$ cat config.mk
export PLATFORM = sky130hd
export DESIGN_NAME = mas_sched
export DESIGN_NICKNAME = d
export VERILOG_FILES = /design/src/hdl/mas_fifo.v /design/src/hdl/mas_sched.v
export VERILOG_INCLUDE_DIRS = /design/src /design/src/hdl
export SDC_FILE = /design/constraint.sdc
export NUM_CORES = 1
export LEC_CHECK = 0
export BUFFER_PORTS_ARGS = -buffer_cell sky130_fd_sc_hd__buf_4
export CAP_MARGIN = 10
export CORE_UTILIZATION = 55
export CTS_BUF_LIST = sky130_fd_sc_hd__clkbuf_8
export DETAILED_ROUTE_END_ITERATION = 12
export PLACE_DENSITY = 0.82
export SYNTH_ARGS = -nofsm -noshare
export SYNTH_HDL_FRONTEND = slang
export SYNTH_SLANG_ARGS = --single-unit
$ cat constraint.sdc
create_clock -name sys_clk -period 4.6 [get_ports sys_clk]
set_input_delay 0.46 -clock sys_clk [delete_from_list [all_inputs] [get_ports sys_clk]]
set_output_delay 0.46 -clock sys_clk [all_outputs]
set_load 0.01 [all_outputs]
$ cat src/hdl/mas_defs.vh
// Constants for the multi converter sample scheduler
`ifndef MAS_DEFS_VH
`define MAS_DEFS_VH
// ----------------------------------------
// Trigger source codes
// ----------------------------------------
`define MAS_TRG_NONE 3'h0
`define MAS_TRG_PFC_A 3'h1
`define MAS_TRG_PFC_B 3'h2
`define MAS_TRG_PH2_A 3'h3
`define MAS_TRG_PH2_B 3'h4
`define MAS_TRG_PRIM_A 3'h5
`define MAS_TRG_TMR2 3'h6
// ----------------------------------------
// Channel numbers
// ----------------------------------------
`define MAS_CH_A2 5'h02
`define MAS_CH_A4 5'h04
`define MAS_CH_A5 5'h05
`define MAS_CH_A9 5'h09
`define MAS_CH_A11 5'h0b
`define MAS_CH_B2 5'h02
`define MAS_CH_B4 5'h04
`define MAS_CH_B5 5'h05
`define MAS_CH_B12 5'h0c
`define MAS_CH_C7 5'h07
`define MAS_CH_C10 5'h0a
`define MAS_CH_C11 5'h0b
// ----------------------------------------
// Converter identities and sizes
// ----------------------------------------
`define MAS_CONV_A 2'h0
`define MAS_CONV_B 2'h1
`define MAS_CONV_C 2'h2
`define MAS_NUM_SLOTS 16
`define MAS_FIFO_DEPTH 16
`define MAS_RESULT_RST 12'h000
`endif

$ cat src/hdl/mas_fifo.v
// Parameterised valid/ready FIFO for sample records
`timescale 1ns/1ns
module mas_fifo #(
  parameter WIDTH = 8,
  parameter DEPTH = 16,
  parameter AW = 4
) (
  // Clock and reset
  input wire sys_clk,
  input wire rst,
  // Fill side
  input wire in_valid,
  output wire in_ready,
  input wire [WIDTH-1:0] in_data,
  // Drain side
  output wire out_valid,
  input wire out_ready,
  output reg [WIDTH-1:0] out_data
);
  // ----------------------------------------
  // Storage and pointers
  // ----------------------------------------
  // Depth sized to the counter so the full compare keeps its width
  localparam [AW:0] DEPTH_W = DEPTH;
  reg [WIDTH-1:0] mem [0:DEPTH-1];
  reg [AW-1:0] wr_q;
  reg [AW-1:0] rd_q;
  reg [AW:0] cnt_q;
  reg oreg_q;
  wire push;
  wire pop_mem;
  wire take;
  assign in_ready = (cnt_q != DEPTH_W);
  assign push = in_valid && in_ready;
  assign out_valid = oreg_q;
  assign take = oreg_q && out_ready;
  // Output register refilled when empty or drained
  assign pop_mem = (cnt_q != {(AW+1){1'b0}}) && (!oreg_q || take);
  always @(posedge sys_clk) begin
    if (push) begin
      mem[wr_q] <= in_data;
    end
    if (pop_mem) begin
      out_data <= mem[rd_q];
    end
  end
  always @(posedge sys_clk) begin
    if (rst) begin
      wr_q <= {AW{1'b0}};
      rd_q <= {AW{1'b0}};
      cnt_q <= {(AW+1){1'b0}};
      oreg_q <= 1'b0;
    end else begin
      if (push) begin
        wr_q <= wr_q + 1'b1;
      end
      if (pop_mem) begin
        rd_q <= rd_q + 1'b1;
      end
      cnt_q <= cnt_q + {{AW{1'b0}}, push} - {{AW{1'b0}}, pop_mem};
      if (pop_mem) begin
        oreg_q <= 1'b1;
      end else if (take) begin
        oreg_q <= 1'b0;
      end
    end
  end
endmodule // mas_fifo

$ cat src/hdl/mas_sched.v
// One converter's slot scheduler, three instances in the top
// Operation
// Three converters sequence fully independently
// One sample per slot per trigger firing
// Pending slots served round robin ascending
// PFC trigger pair fires A and B each period
// Converter A slots 0/1 phase-one current
// Converter B slots 0/1 phase-two current B12
// Converter C slots 0/1 line voltage C7
// Converter A A5 slots 2-12 eleven samples
// Converter C C11 slots 2-12 trigger A
// Converter B B4 slots 2-5, two PWMs
// Converter A A9 slot 13 primary trigger
// Low-rate slots on timer trigger, placed last
// Converter A A4 slot 14, A11 slot 15
// Tank currents never mapped to slots
// Each slot result held until next conversion
`timescale 1ns/1ns
`include "mas_defs.vh"
module mas_sched #(
  parameter CONV = 2'h0,
  parameter NSLOT = 16,
  parameter CONV_CYCLES = 8'd16,
  parameter RES_W = 12
) (
  // Clock and reset
  input wire sys_clk,
  input wire rst,
  // Trigger pulses
  input wire pfc_timebase_trigger_a,
  input wire pfc_timebase_trigger_b,
  input wire phase2_timebase_trigger_a,
  input wire phase2_timebase_trigger_b,
  input wire primary_leg_trigger_a,
  input wire cpu_timer2_trigger,
  // Converter core
  output reg conv_start,
  output reg [4:0] conv_channel,
  input wire conv_done,
  input wire [RES_W-1:0] conv_data,
  // Result readback
  input wire [3:0] rd_slot,
  output reg [RES_W-1:0] rd_data,
  // Sample record stream
  output wire rec_valid,
  input wire rec_ready,
  output wire [RES_W+3:0] rec_data,
  // Status
  output reg [NSLOT-1:0] pending,
  output reg overrun
);
  // ----------------------------------------
  // Slot map
  // ----------------------------------------
  localparam ST_IDLE = 2'h0;
  localparam ST_CONV = 2'h1;
  localparam ST_PUSH = 2'h2;
  reg [2:0] slot_trg [0:NSLOT-1];
  reg [4:0] slot_ch [0:NSLOT-1];
  reg [RES_W-1:0] res_q [0:NSLOT-1];
  reg [NSLOT-1:0] fire;
  reg [NSLOT-1:0] pend_d;
  reg [1:0] st_q;
  reg [3:0] cur_q;
  reg [3:0] last_q;
  reg [3:0] pick;
  reg found;
  reg [7:0] tmo_q;
  reg [4:0] k;
  reg [3:0] idx;
  reg fifo_in_valid;
  wire fifo_in_ready;
  // tank currents have no channel entry at all
  integer i;
  // Own loop index per process, no shared driver
  integer f;
  integer r;
  always @* begin
    for (i = 0; i < NSLOT; i = i + 1) begin
      slot_trg[i] = `MAS_TRG_NONE;
      slot_ch[i] = 5'h00;
    end
    case (CONV)
      `MAS_CONV_A: begin
        // phase-one current twice per period
        slot_ch[0] = `MAS_CH_A2;
        slot_trg[0] = `MAS_TRG_PFC_A;
        slot_ch[1] = `MAS_CH_A2;
        slot_trg[1] = `MAS_TRG_PFC_B;
        // secondary current eleven slots
        for (i = 2; i <= 12; i = i + 1) begin
          slot_ch[i] = `MAS_CH_A5;
          slot_trg[i] = (i <= 7) ? `MAS_TRG_PFC_A : `MAS_TRG_PFC_B;
        end
        // primary current single slot
        slot_ch[13] = `MAS_CH_A9;
        slot_trg[13] = `MAS_TRG_PRIM_A;
        // low-rate line voltage and temperature
        slot_ch[14] = `MAS_CH_A4;
        slot_trg[14] = `MAS_TRG_TMR2;
        slot_ch[15] = `MAS_CH_A11;
        slot_trg[15] = `MAS_TRG_TMR2;
      end
      `MAS_CONV_B: begin
        // phase-two current twice per period
        slot_ch[0] = `MAS_CH_B12;
        slot_trg[0] = `MAS_TRG_PFC_A;
        slot_ch[1] = `MAS_CH_B12;
        slot_trg[1] = `MAS_TRG_PFC_B;
        // bus voltage on both PWM pairs
        slot_ch[2] = `MAS_CH_B4;
        slot_trg[2] = `MAS_TRG_PFC_A;
        slot_ch[3] = `MAS_CH_B4;
        slot_trg[3] = `MAS_TRG_PFC_B;
        slot_ch[4] = `MAS_CH_B4;
        slot_trg[4] = `MAS_TRG_PH2_A;
        slot_ch[5] = `MAS_CH_B4;
        slot_trg[5] = `MAS_TRG_PH2_B;
        // low-rate slots on timer after fast ones
        slot_ch[10] = `MAS_CH_B2;
        slot_trg[10] = `MAS_TRG_TMR2;
        slot_ch[11] = `MAS_CH_B5;
        slot_trg[11] = `MAS_TRG_TMR2;
      end
      default: begin
        // line voltage twice per period
        slot_ch[0] = `MAS_CH_C7;
        slot_trg[0] = `MAS_TRG_PFC_A;
        slot_ch[1] = `MAS_CH_C7;
        slot_trg[1] = `MAS_TRG_PFC_B;
        // secondary voltage all on trigger A
        for (i = 2; i <= 12; i = i + 1) begin
          slot_ch[i] = `MAS_CH_C11;
          slot_trg[i] = `MAS_TRG_PFC_A;
        end
        // low-rate slots on timer after fast ones
        slot_ch[14] = `MAS_CH_C10;
        slot_trg[14] = `MAS_TRG_TMR2;
        slot_ch[15] = `MAS_CH_C11;
        slot_trg[15] = `MAS_TRG_TMR2;
      end
    endcase
  end

  // ----------------------------------------
  // Trigger to slot firing
  // ----------------------------------------
  // A and B events are separate pulses from the partner
  always @* begin
    for (f = 0; f < NSLOT; f = f + 1) begin
      case (slot_trg[f])
        `MAS_TRG_PFC_A: fire[f] = pfc_timebase_trigger_a;
        `MAS_TRG_PFC_B: fire[f] = pfc_timebase_trigger_b;
        `MAS_TRG_PH2_A: fire[f] = phase2_timebase_trigger_a;
        `MAS_TRG_PH2_B: fire[f] = phase2_timebase_trigger_b;
        `MAS_TRG_PRIM_A: fire[f] = primary_leg_trigger_a;
        `MAS_TRG_TMR2: fire[f] = cpu_timer2_trigger;
        default: fire[f] = 1'b0;
      endcase
    end
  end

  // ----------------------------------------
  // Round robin pick after the last slot served
  // ----------------------------------------
  // search ascending from slot after the last one
  always @* begin
    pick = 4'h0;
    found = 1'b0;
    idx = 4'h0;
    for (k = 5'd1; k <= 5'd16; k = k + 5'd1) begin
      idx = last_q + k[3:0];
      if (!found && pending[idx]) begin
        pick = idx;
        found = 1'b1;
      end
    end
  end

  // set wins over the clear of the slot served
  always @* begin
    pend_d = pending | fire;
    if (st_q == ST_IDLE && found) begin
      pend_d[pick] = fire[pick];
    end
  end

  // ----------------------------------------
  // Conversion sequencer
  // ----------------------------------------
  // all state local to this instance
  always @(posedge sys_clk) begin
    if (rst) begin
      st_q <= ST_IDLE;
      cur_q <= 4'h0;
      last_q <= 4'hf;
      pending <= {NSLOT{1'b0}};
      overrun <= 1'b0;
      conv_start <= 1'b0;
      conv_channel <= 5'h00;
      tmo_q <= 8'h00;
      fifo_in_valid <= 1'b0;
    end else begin
      pending <= pend_d;
      conv_start <= 1'b0;
      // Refire of a slot still pending loses a sample
      if ((fire & pending) != {NSLOT{1'b0}}) begin
        overrun <= 1'b1;
      end
      case (st_q)
        ST_IDLE: begin
          if (found) begin
            cur_q <= pick;
            last_q <= pick;
            conv_channel <= slot_ch[pick];
            conv_start <= 1'b1;
            tmo_q <= CONV_CYCLES;
            st_q <= ST_CONV;
          end
        end
        ST_CONV: begin
          // Core hang guard so the sequencer never wedges
          if (conv_done || tmo_q == 8'h00) begin
            fifo_in_valid <= 1'b1;
            st_q <= ST_PUSH;
          end else begin
            tmo_q <= tmo_q - 8'h01;
          end
        end
        ST_PUSH: begin
          // Full FIFO stalls the sequencer
          if (fifo_in_ready) begin
            fifo_in_valid <= 1'b0;
            st_q <= ST_IDLE;
          end
        end
        default: begin
          st_q <= ST_IDLE;
        end
      endcase
    end
  end

  // ----------------------------------------
  // Per-slot results
  // ----------------------------------------
  reg [RES_W-1:0] cap_q;
  // result kept until the slot converts again
  always @(posedge sys_clk) begin
    if (rst) begin
      for (r = 0; r < NSLOT; r = r + 1) begin
        res_q[r] <= `MAS_RESULT_RST;
      end
      cap_q <= `MAS_RESULT_RST;
      rd_data <= `MAS_RESULT_RST;
    end else begin
      if (st_q == ST_CONV && conv_done) begin
        res_q[cur_q] <= conv_data;
        cap_q <= conv_data;
      end
      rd_data <= res_q[rd_slot];
    end
  end

  mas_fifo #(
    .WIDTH(RES_W + 4),
    .DEPTH(`MAS_FIFO_DEPTH),
    .AW(4)
  ) u_fifo (
    .sys_clk(sys_clk),
    .rst(rst),
    .in_valid(fifo_in_valid),
    .in_ready(fifo_in_ready),
    .in_data({cur_q, cap_q}),
    .out_valid(rec_valid),
    .out_ready(rec_ready),
    .out_data(rec_data)
  );
endmodule // mas_sched

# Word level (Yosys, flattened, before mapping)
# Memories as Yosys holds them, arrays and structs flattened. A register that Yosys moved wholly into a read port is not among the register bits.
# Index checks and enable logic that the tools add are counted.
# Widths: inputs -> output; s select.
[word_totals] reg_bits=63 mem_bits_rw=448 romBits=80 input_bits=26 output_inout_bits=52 elab_cells=210 mem_count=3
[mem_list] memory="u_fifo.mem" depth=16 width=16 read_ports=1 rd_ports_with_merged_regs=1 write_ports=1 line_no="mas_fifo.v:25" rtl="reg [WIDTH-1:0] mem [0:DEPTH-1];"
[mem_list] memory="res_q" depth=16 width=12 read_ports=1 rd_ports_with_merged_regs=1 write_ports=16 line_no="mas_sched.v:60" rtl="reg [RES_W-1:0] res_q [0:NSLOT-1];"
[mem_list] memory="(no name shown)" depth=16 width=5 read_ports=1 rd_ports_with_merged_regs=1 write_ports=0 line_no="mas_sched.v:215" rtl="conv_channel <= slot_ch[pick];"
[classes] n_addsub=20 n_lt_le_gt_ge=18 eq_ne=7 mux=93 n_bitwise=4 n_reduce_logical=52
[ops] op="$lt 4x5->1 const B" count=17
[ops] op="$bmux 1 s4" count=17
[ops] op="$mux 4" count=17
[ops] op="$mux 1" count=47
[ops] op="$add 4x4->4 const B" count=8
[ops] op="$logic_and 1x1->1" count=21
[ops] op="$add 4x3->4 const B" count=4
[ops] op="$and 16x16->16" count=1
[ops] op="$bwmux 16" count=1
[ops] op="$logic_not 1->1" count=16
[ops] op="$mux 16" count=1
[ops] op="$mux 8" count=2
[ops] op="$or 16x16->16" count=1
[ops] op="$pmux 8 s2" count=1
[ops] op="$reduce_bool 16->1" count=1
[ops] op="$add 4x1->4 const B" count=3
[ops] op="$mux 12" count=1
[ops] op="$reduce_or 12->1" count=1
[ops] op="$reduce_and 3->1" count=3
[ops] op="$add 4x2->4 const B" count=2
[ops] op="$logic_not 8->1" count=1
[ops] op="$sub 8x1->8 const B" count=1
[ops] op="$mux 2" count=3
[ops] op="$ne 2x2->1 const B" count=3
[ops] op="18 further kinds" count=21

# Longest topological paths before layout
[logic_depth] word_depth=55 mapped_depth=19 depth_no_buf=14

# Cells and area by module
# Synthesis repeated with hierarchy kept, for this count alone.
[unflattened] hier_cells=1610 area_unflattened_um2=24563.6
[by_module_without_submodules] mod="mas_sched" instances=1 cells_each=1094 area_per_inst_um2=13640.6 seq_area_each_um2=7066.8
[by_module_without_submodules] mod="mas_fifo" instances=1 cells_each=516 area_per_inst_um2=10923.0 seq_area_each_um2=8448.1

# Least setup slack after synthesis
# No wires, ideal clock.
[synth_path] kind="register -> register" start="register last_q[1]" end="register conv_channel[1]" setup_ps=120 arrival_ps=4900 required_time_ps=4480 setup_slack_ps=-420 path_stages_with_launch=18 path_buffers=5 synth_period_minus_slack_ps=5020 cell_sequence="dfxtp_1 buf_2 buf_2 clkbuf_1 inv_1 ha_1 buf_6 buf_6 mux2_4 mux4_2 mux2_2 nor4_4 and2_1 nand3_1 and4b_4 o41ai_4 nor4_2 o31a_1"
[synth_between] elab_chain_cells=50 word_cells_on_any_way=111 classes_between="15 x add/sub; 64 x mux; 1 x bitwise; 31 x reduce/logical"
[synth_rtl] item="start, declared" line_no="mas_sched.v:65" rtl="reg [3:0] last_q;"
[synth_rtl] item="start signal, assigned" line_no="mas_sched.v:214" rtl="last_q <= pick;"
[synth_rtl] item="$add 4x1->4" line_no="mas_sched.v:172" rtl="idx = last_q + k[3:0];"
[synth_rtl] item="$bmux 1 s4" line_no="mas_sched.v:173" rtl="if (!found && pending[idx]) begin"
[synth_rtl] item="$mux 1 (implied by the code)" line_no="mas_sched.v:173"
[synth_rtl] item="$mux 1" line_no="mas_sched.v:173"
[synth_rtl] item="$logic_not 1->1" line_no="mas_sched.v:173"
[synth_rtl] item="$logic_and 1x1->1" line_no="mas_sched.v:173"
[synth_rtl] item="$mux 1" line_no="mas_sched.v:173"
[synth_rtl] item="$logic_not 1->1" line_no="mas_sched.v:173"
[synth_rtl] item="[... 34 more ...]"
[synth_rtl] item="$mux 1" line_no="mas_sched.v:173"
[synth_rtl] item="$logic_not 1->1" line_no="mas_sched.v:173"
[synth_rtl] item="$logic_and 1x1->1" line_no="mas_sched.v:173"
[synth_rtl] item="$mux 1" line_no="mas_sched.v:173"
[synth_rtl] item="$logic_not 1->1" line_no="mas_sched.v:173"
[synth_rtl] item="$logic_and 1x1->1" line_no="mas_sched.v:173"
[synth_rtl] item="$mux 1 or $mux 4 (tied branches)" line_no="mas_sched.v:173"
[synth_rtl] item="$reduce_and 2->1 (no line) or $not 4->5 (tied branches)"
[synth_rtl] item="end, declared" line_no="mas_sched.v:38" rtl="output reg [4:0] conv_channel,"
# Parallel ways exist; a longest one is shown, timed or not. The select of a mux whose other input is x is not followed.
# A chain may end at the register's enable or synchronous reset.

# Worst setup path after layout
[layout_path] start="register last_q[1]" end="register pending[0]"
[layout_between] elab_chain_cells=55 word_cells_on_any_way=119 classes_between="15 x add/sub; 2 x order compare; 70 x mux; 32 x reduce/logical"
[layout_rtl] item="$add 4x1->4" line_no="mas_sched.v:172"
[layout_rtl] item="$bmux 1 s4" line_no="mas_sched.v:173"
[layout_rtl] item="$mux 1 (implied by the code)" line_no="mas_sched.v:173"
[layout_rtl] item="$mux 1" line_no="mas_sched.v:173"
[layout_rtl] item="$logic_not 1->1" line_no="mas_sched.v:173"
[layout_rtl] item="$logic_and 1x1->1" line_no="mas_sched.v:173"
[layout_rtl] item="$mux 1" line_no="mas_sched.v:173"
[layout_rtl] item="$logic_not 1->1" line_no="mas_sched.v:173"
[layout_rtl] item="[... 39 more ...]"
[layout_rtl] item="$logic_and 1x1->1" line_no="mas_sched.v:173"
[layout_rtl] item="$mux 4" line_no="mas_sched.v:173"
[layout_rtl] item="$lt 4x5->1 (implied by the code) or $ge 4x1->1 (tied branches)" line_no="mas_sched.v:184" rtl="pend_d[pick] = fire[pick];"
[layout_rtl] item="$logic_and 1x1->1 (implied by the code)" line_no="mas_sched.v:184"
[layout_rtl] item="$mux 1 (implied by the code)" line_no="mas_sched.v:184"
[layout_rtl] item="$demux 1 s4" line_no="mas_sched.v:184"
[layout_rtl] item="$bwmux 16" line_no="mas_sched.v:184"
[layout_rtl] item="$mux 16 *" line_no="mas_sched.v:183" rtl="if (st_q == ST_IDLE && found) begin"
[layout_rtl] item="end signal, assigned" line_no="mas_sched.v:197" rtl="pending <= {NSLOT{1'b0}};"
[layout_rtl] item="end signal, assigned" line_no="mas_sched.v:204" rtl="pending <= pend_d;"
[layout_rtl] item="end, declared" line_no="mas_sched.v:49" rtl="output reg [NSLOT-1:0] pending,"
# Every way passes the cells marked *; elsewhere a longest branch is shown, timed or not. The select of a mux whose other input is x is not followed.

==> results by group <==
Run status
  • Result of the run: finished clean

Critical path
  • Cells along the critical path: inv_1, ha_4, buf_4, mux2_4, mux2_2, mux4_2, buf_4, nand2b_1, or3_1, a311oi_1, o21ai_2, buf_4, nor4_4, a311oi_1
  • Critical path class: register to register
  • Data arrival at the endpoint of the critical path: 4.88 ns
  • Worst Setup End Kind: register
  • Slowest cell on crit path: sky130_fd_sc_hd__mux4_2
  • Cell with the most instances on the worst path: sky130_fd_sc_hd__buf_4
  • Top fanout value on the critical path: 13
  • Kind of cell with the highest combined delay on the critical path: multiplexers
  • Longest individual stage delay on the worst path: 0.58 ns
  • Buf+Inv Stages, Crit Path: 4
  • Worst endpoint required time: 5.06 ns
  • Startpoint kind of the worst setup timing path: register

Clock tree
  • Cts bufs inserted: 83
  • Maximum buffer depth of the clock tree: 3
  • H-tree depth: 3
  • TritonCTS clock tree: done
  • Hold buffer count at cts: 0
  • Insertion delay to the later sink of the worst-skew pair: 0.61 ns
  • Clock root buffer: sky130_fd_sc_hd__clkbuf_8
  • Clock tree sinks: approximately 540
  • Clock edge transition at the registers on the reported setup and hold paths: 0.06 ns

Die
  • Initial core utilization: 55.8%
  • Number of placed I/O pins: a little under 80
  • Area of the placeable core: roughly 44,000 um^2
  • Die W: 214 um
  • Total number of placement rows: 77
  • Die ar.: between 40,000 and 50,000 um^2
  • Height of the die: 214 um

Timing
  • Highest clock rate: 0.226 GHz
  • Min cycle time layout: 4.42 ns
  • Setup repair after global routing missed its margin: yes
  • Worst-margin pin slew: about 1.3 ns
  • Hold violation total from the final report: 0
  • Setup TNS: 0 ns
  • Relative slew slack: 15.8%
  • Endpoints failing setup: 0
  • Worst Skew: 0.0272 ns
  • Final number of max-transition violations: 0
  • Final period utilization: 96.1%

Power
  • Worst ir drop on vdd: 0.418 mV
  • Switching part of the total power: 36.7%
  • Power spent charging and discharging nets: 6.27 mW
  • Sequential fraction of design power: 36.8%
  • Power consumption: 17.1 mW
  • Power Density: between 600 and 700 nW/um^2
  • Part of the power in combinational logic: 41.6%
  • Clock share of power: between 20% and 30%
  • Int Pwr: 10.8 mW
  • P_leak: between 9 and 10 nW

Detailed routing
  • Post-route DRC violation count: 0
  • TritonRoute pass-1 iters: 6
  • Via count of the routed design: around 15,000
  • Aggregate routed wire length: 57.2 mm
  • Number of DRC markers after the initial detailed-route iteration: 1,303
  • Number of antenna-violating nets in the routed design: 0
  • Routed wirelength normalized by instance count: about 24 um
  • Mean number of vias per cell: a little over 6

Synthesis
  • Share of synthesized area occupied by flip-flops and latches: 62.7%
  • Leading cell type by number of instances after synthesis: sky130_fd_sc_hd__edfxtp_1
  • Most instantiated flip-flop cell in the synthesis netlist: sky130_fd_sc_hd__edfxtp_1
  • Area fraction of the dominant cell type after synthesis: 56.3%
  • Number of enable flip-flop cells after synthesis: 464
  • Count of mapped cells out of synthesis: ~1,600
  • Count of warnings emitted by yosys: 0
  • Main area contributors after synthesis: sky130_fd_sc_hd__edfxtp_1 56%, sky130_fd_sc_hd__mux4_2 15%, sky130_fd_sc_hd__dfxtp_1 6.4%
  • Synthesized flop and latch total: around 540
  • Top cells by count, synth: 464 x sky130_fd_sc_hd__edfxtp_1, 211 x sky130_fd_sc_hd__and2_1, 168 x sky130_fd_sc_hd__mux4_2
  • Area of the mapped netlist: 24,700 um^2
  • Biggest area consumer among synthesized cells: sky130_fd_sc_hd__edfxtp_1
  • Synth async-reset ratio: 0%
  • Number of nets produced by synthesis: 1,631
  • Mean instance size in the synthesized netlist: 15.6 um^2
  • Number of different library cells in the post-synthesis netlist: slightly below 80

Finish
  • Flip-flop and latch area: 15,500 um^2
  • Area taken by multi-input logic gates: 8820 um^2
  • Fill cells: between 3,000 and 4,000
  • Non-filler cells in the finished layout: approximately 2,400
  • Proportion of layout cells with a drive suffix above 1: between 20 and 30%
  • Post-layout nets: approximately 1,800
  • Area Growth Syn to Fin: 12.3%

Placement
  • Cell count after placement: 2,203
  • Gp weighted congestion: 0.922
  • Port Buffer Count: 74
  • Final HPWL from detailed placement: approximately 37 mm

Hold path
  • Worst min-delay path category: input pin to register

Global route
  • Largest net degree at the start of global routing: 60
  • Number of antenna violations at the first check in global routing: 1
  • Total overflow reported by the global router: 0
  • Wire length of the first global-routing pass: 87.4 mm
  • All-layer global routing usage: 25.2%
  • Vias in the first global route: ~15,000

Flow run
  • Max-Cap Viols: 0
-- repair_timing --
action | CTS | global route
gates resized for setup | 1 | 5
pin swaps | 0 | 3
setup buffers | 0 | 5
gates cloned | 0 | 0
endpoints found under the setup margin | 3 | 14
-- layout make-up --
| type | count | area share (%) |
|---|---|---|
| Timing Repair Buffer | 138 | 3.81 |
| Sequential cell | 543 | 55.9 |
| Clock buffer | 90 | 4.46 |
| Clock inverter | 63 | 1.09 |
| Tap cell | 592 | 2.67 |
| Antenna cell | 1 | 0.00901 |
| Multi-Input combinational cell | 914 | 31.8 |
| Inverter | 25 | 0.338 |
-- final timing paths --
check	startpoint	to	slack, ns	cells after the start
hold reg to reg	conv_channel[3]$_SDFFE_PP0P_	conv_channel[3]$_SDFFE_PP0P_	0.49	2
setup / recovery	last_q[1]$_SDFFE_PP1P_	pending[0]$_SDFF_PP0_	0.18	14
hold / removal	rec_ready	u_fifo.out_valid$_SDFFE_PP0P_	0.14	3
setup reg to reg	last_q[1]$_SDFFE_PP1P_	pending[0]$_SDFF_PP0_	0.18	14
-- worst reg2reg max path, delay by kind of cell (launching register included) --
family / cells / cell delay, ns
flip-flops: 1 / 0.34
adder cells (fa/ha/maj): 1 / 0.39
AO/OA/AOI/OAI: 3 / 0.76
buffers and inverters: 4 / 0.70
multiplexers: 3 / 1.17
AND/OR/NAND/NOR: 3 / 0.91
-- metrics by stage --
| step | setup WS [ns] | cell area (um^2) | hold slack [ns] | util, % |
|---|---|---|---|---|
| finish | 0.181 | 27800 | 0.136 | 62.7 |
| global route | -0.0271 | 27800 | 0.119 | 62.7 |
| CTS | 0.125 | 27700 | 0.108 | 62.4 |
| detailed placement | -0.0169 | 26100 | 0.463 | 59.0 |
| global placement | 0.114 | 26100 | 0.469 | 59.0 |
| floorplan | 0.0256 | 24800 | 0.459 | - |
-- cell families after synthesis --
logic type	Yosys count	share of synthesized area, %
flip-flops	543	62.7
adder cells (fa/ha/maj)	22	1.14
AO/OA/AOI/OAI	153	4.18
other	1	0.0152
AND/OR/NAND/NOR	466	10.2
multiplexers	246	18.7
XOR/XNOR	26	0.996
buffers and inverters	126	2.03
-- per-layer routing --
| layer | up-vias | GRT usage (%) | wire length, um |
|---|---|---|---|
| met5 | - | 0 | 0 |
| met3 | 115 | 4.03 | 3840 |
| met2 | 668 | 43.4 | 29600 |
| met1 | 7366 | 32.8 | 22200 |
| li1 | 6369 | - | - |
| met4 | 0 | 8.55 | 1610 |
-- power groups by stage --
stage | logic [mW] | registers, mW | clock network [mW]
finish | 7.12 | 6.30 | 3.69
global route | 7.64 | 6.35 | 3.95
CTS | 6.92 | 6.30 | 3.74
detailed placement | 6.87 | 6.40 | 0
global placement | 6.80 | 6.37 | 0
floorplan | 5.01 | 6.19 | 0
-- flip-flops by register name, indices dropped and copies added, names as in the netlist --
| register | cells |
|---|---|
| res_q | 192 |
| rd_data | 12 |
| tmo_q | 8 |
| cur_q | 4 |
| last_q | 4 |
| pending | 16 |
| overrun | 1 |
| u_fifo.out_valid | 1 |
| u_fifo.mem | 256 |
| conv_start | 1 |
| conv_channel | 4 |
| u_fifo.cnt_q | 5 |
| cap_q | 12 |
| fifo_in_valid | 1 |
| st_q | 2 |
| u_fifo.rd_q | 4 |
| u_fifo.wr_q | 4 |
| u_fifo.out_data | 16 |
-- layout by cell type (no fill, tap or decap), types with 13 or more instances in the layout --
cell type                  instances
sky130_fd_sc_hd__nand2_1          67
sky130_fd_sc_hd__mux4_2          168
sky130_fd_sc_hd__nor3_1           18
sky130_fd_sc_hd__mux2_2           33
sky130_fd_sc_hd__clkbuf_8         90
sky130_fd_sc_hd__clkinv_2         14
sky130_fd_sc_hd__o21ai_0          21
sky130_fd_sc_hd__nor2_1           94
sky130_fd_sc_hd__buf_4           135
sky130_fd_sc_hd__a21oi_1          45
sky130_fd_sc_hd__clkinv_1         23
sky130_fd_sc_hd__ha_1             20
sky130_fd_sc_hd__dfxtp_1          77
sky130_fd_sc_hd__edfxtp_1        464
sky130_fd_sc_hd__xor2_1           13
sky130_fd_sc_hd__mux2i_1          40
sky130_fd_sc_hd__inv_1            44
sky130_fd_sc_hd__and2_1          211
Note: power is estimated with default switching activity, not from simulation.
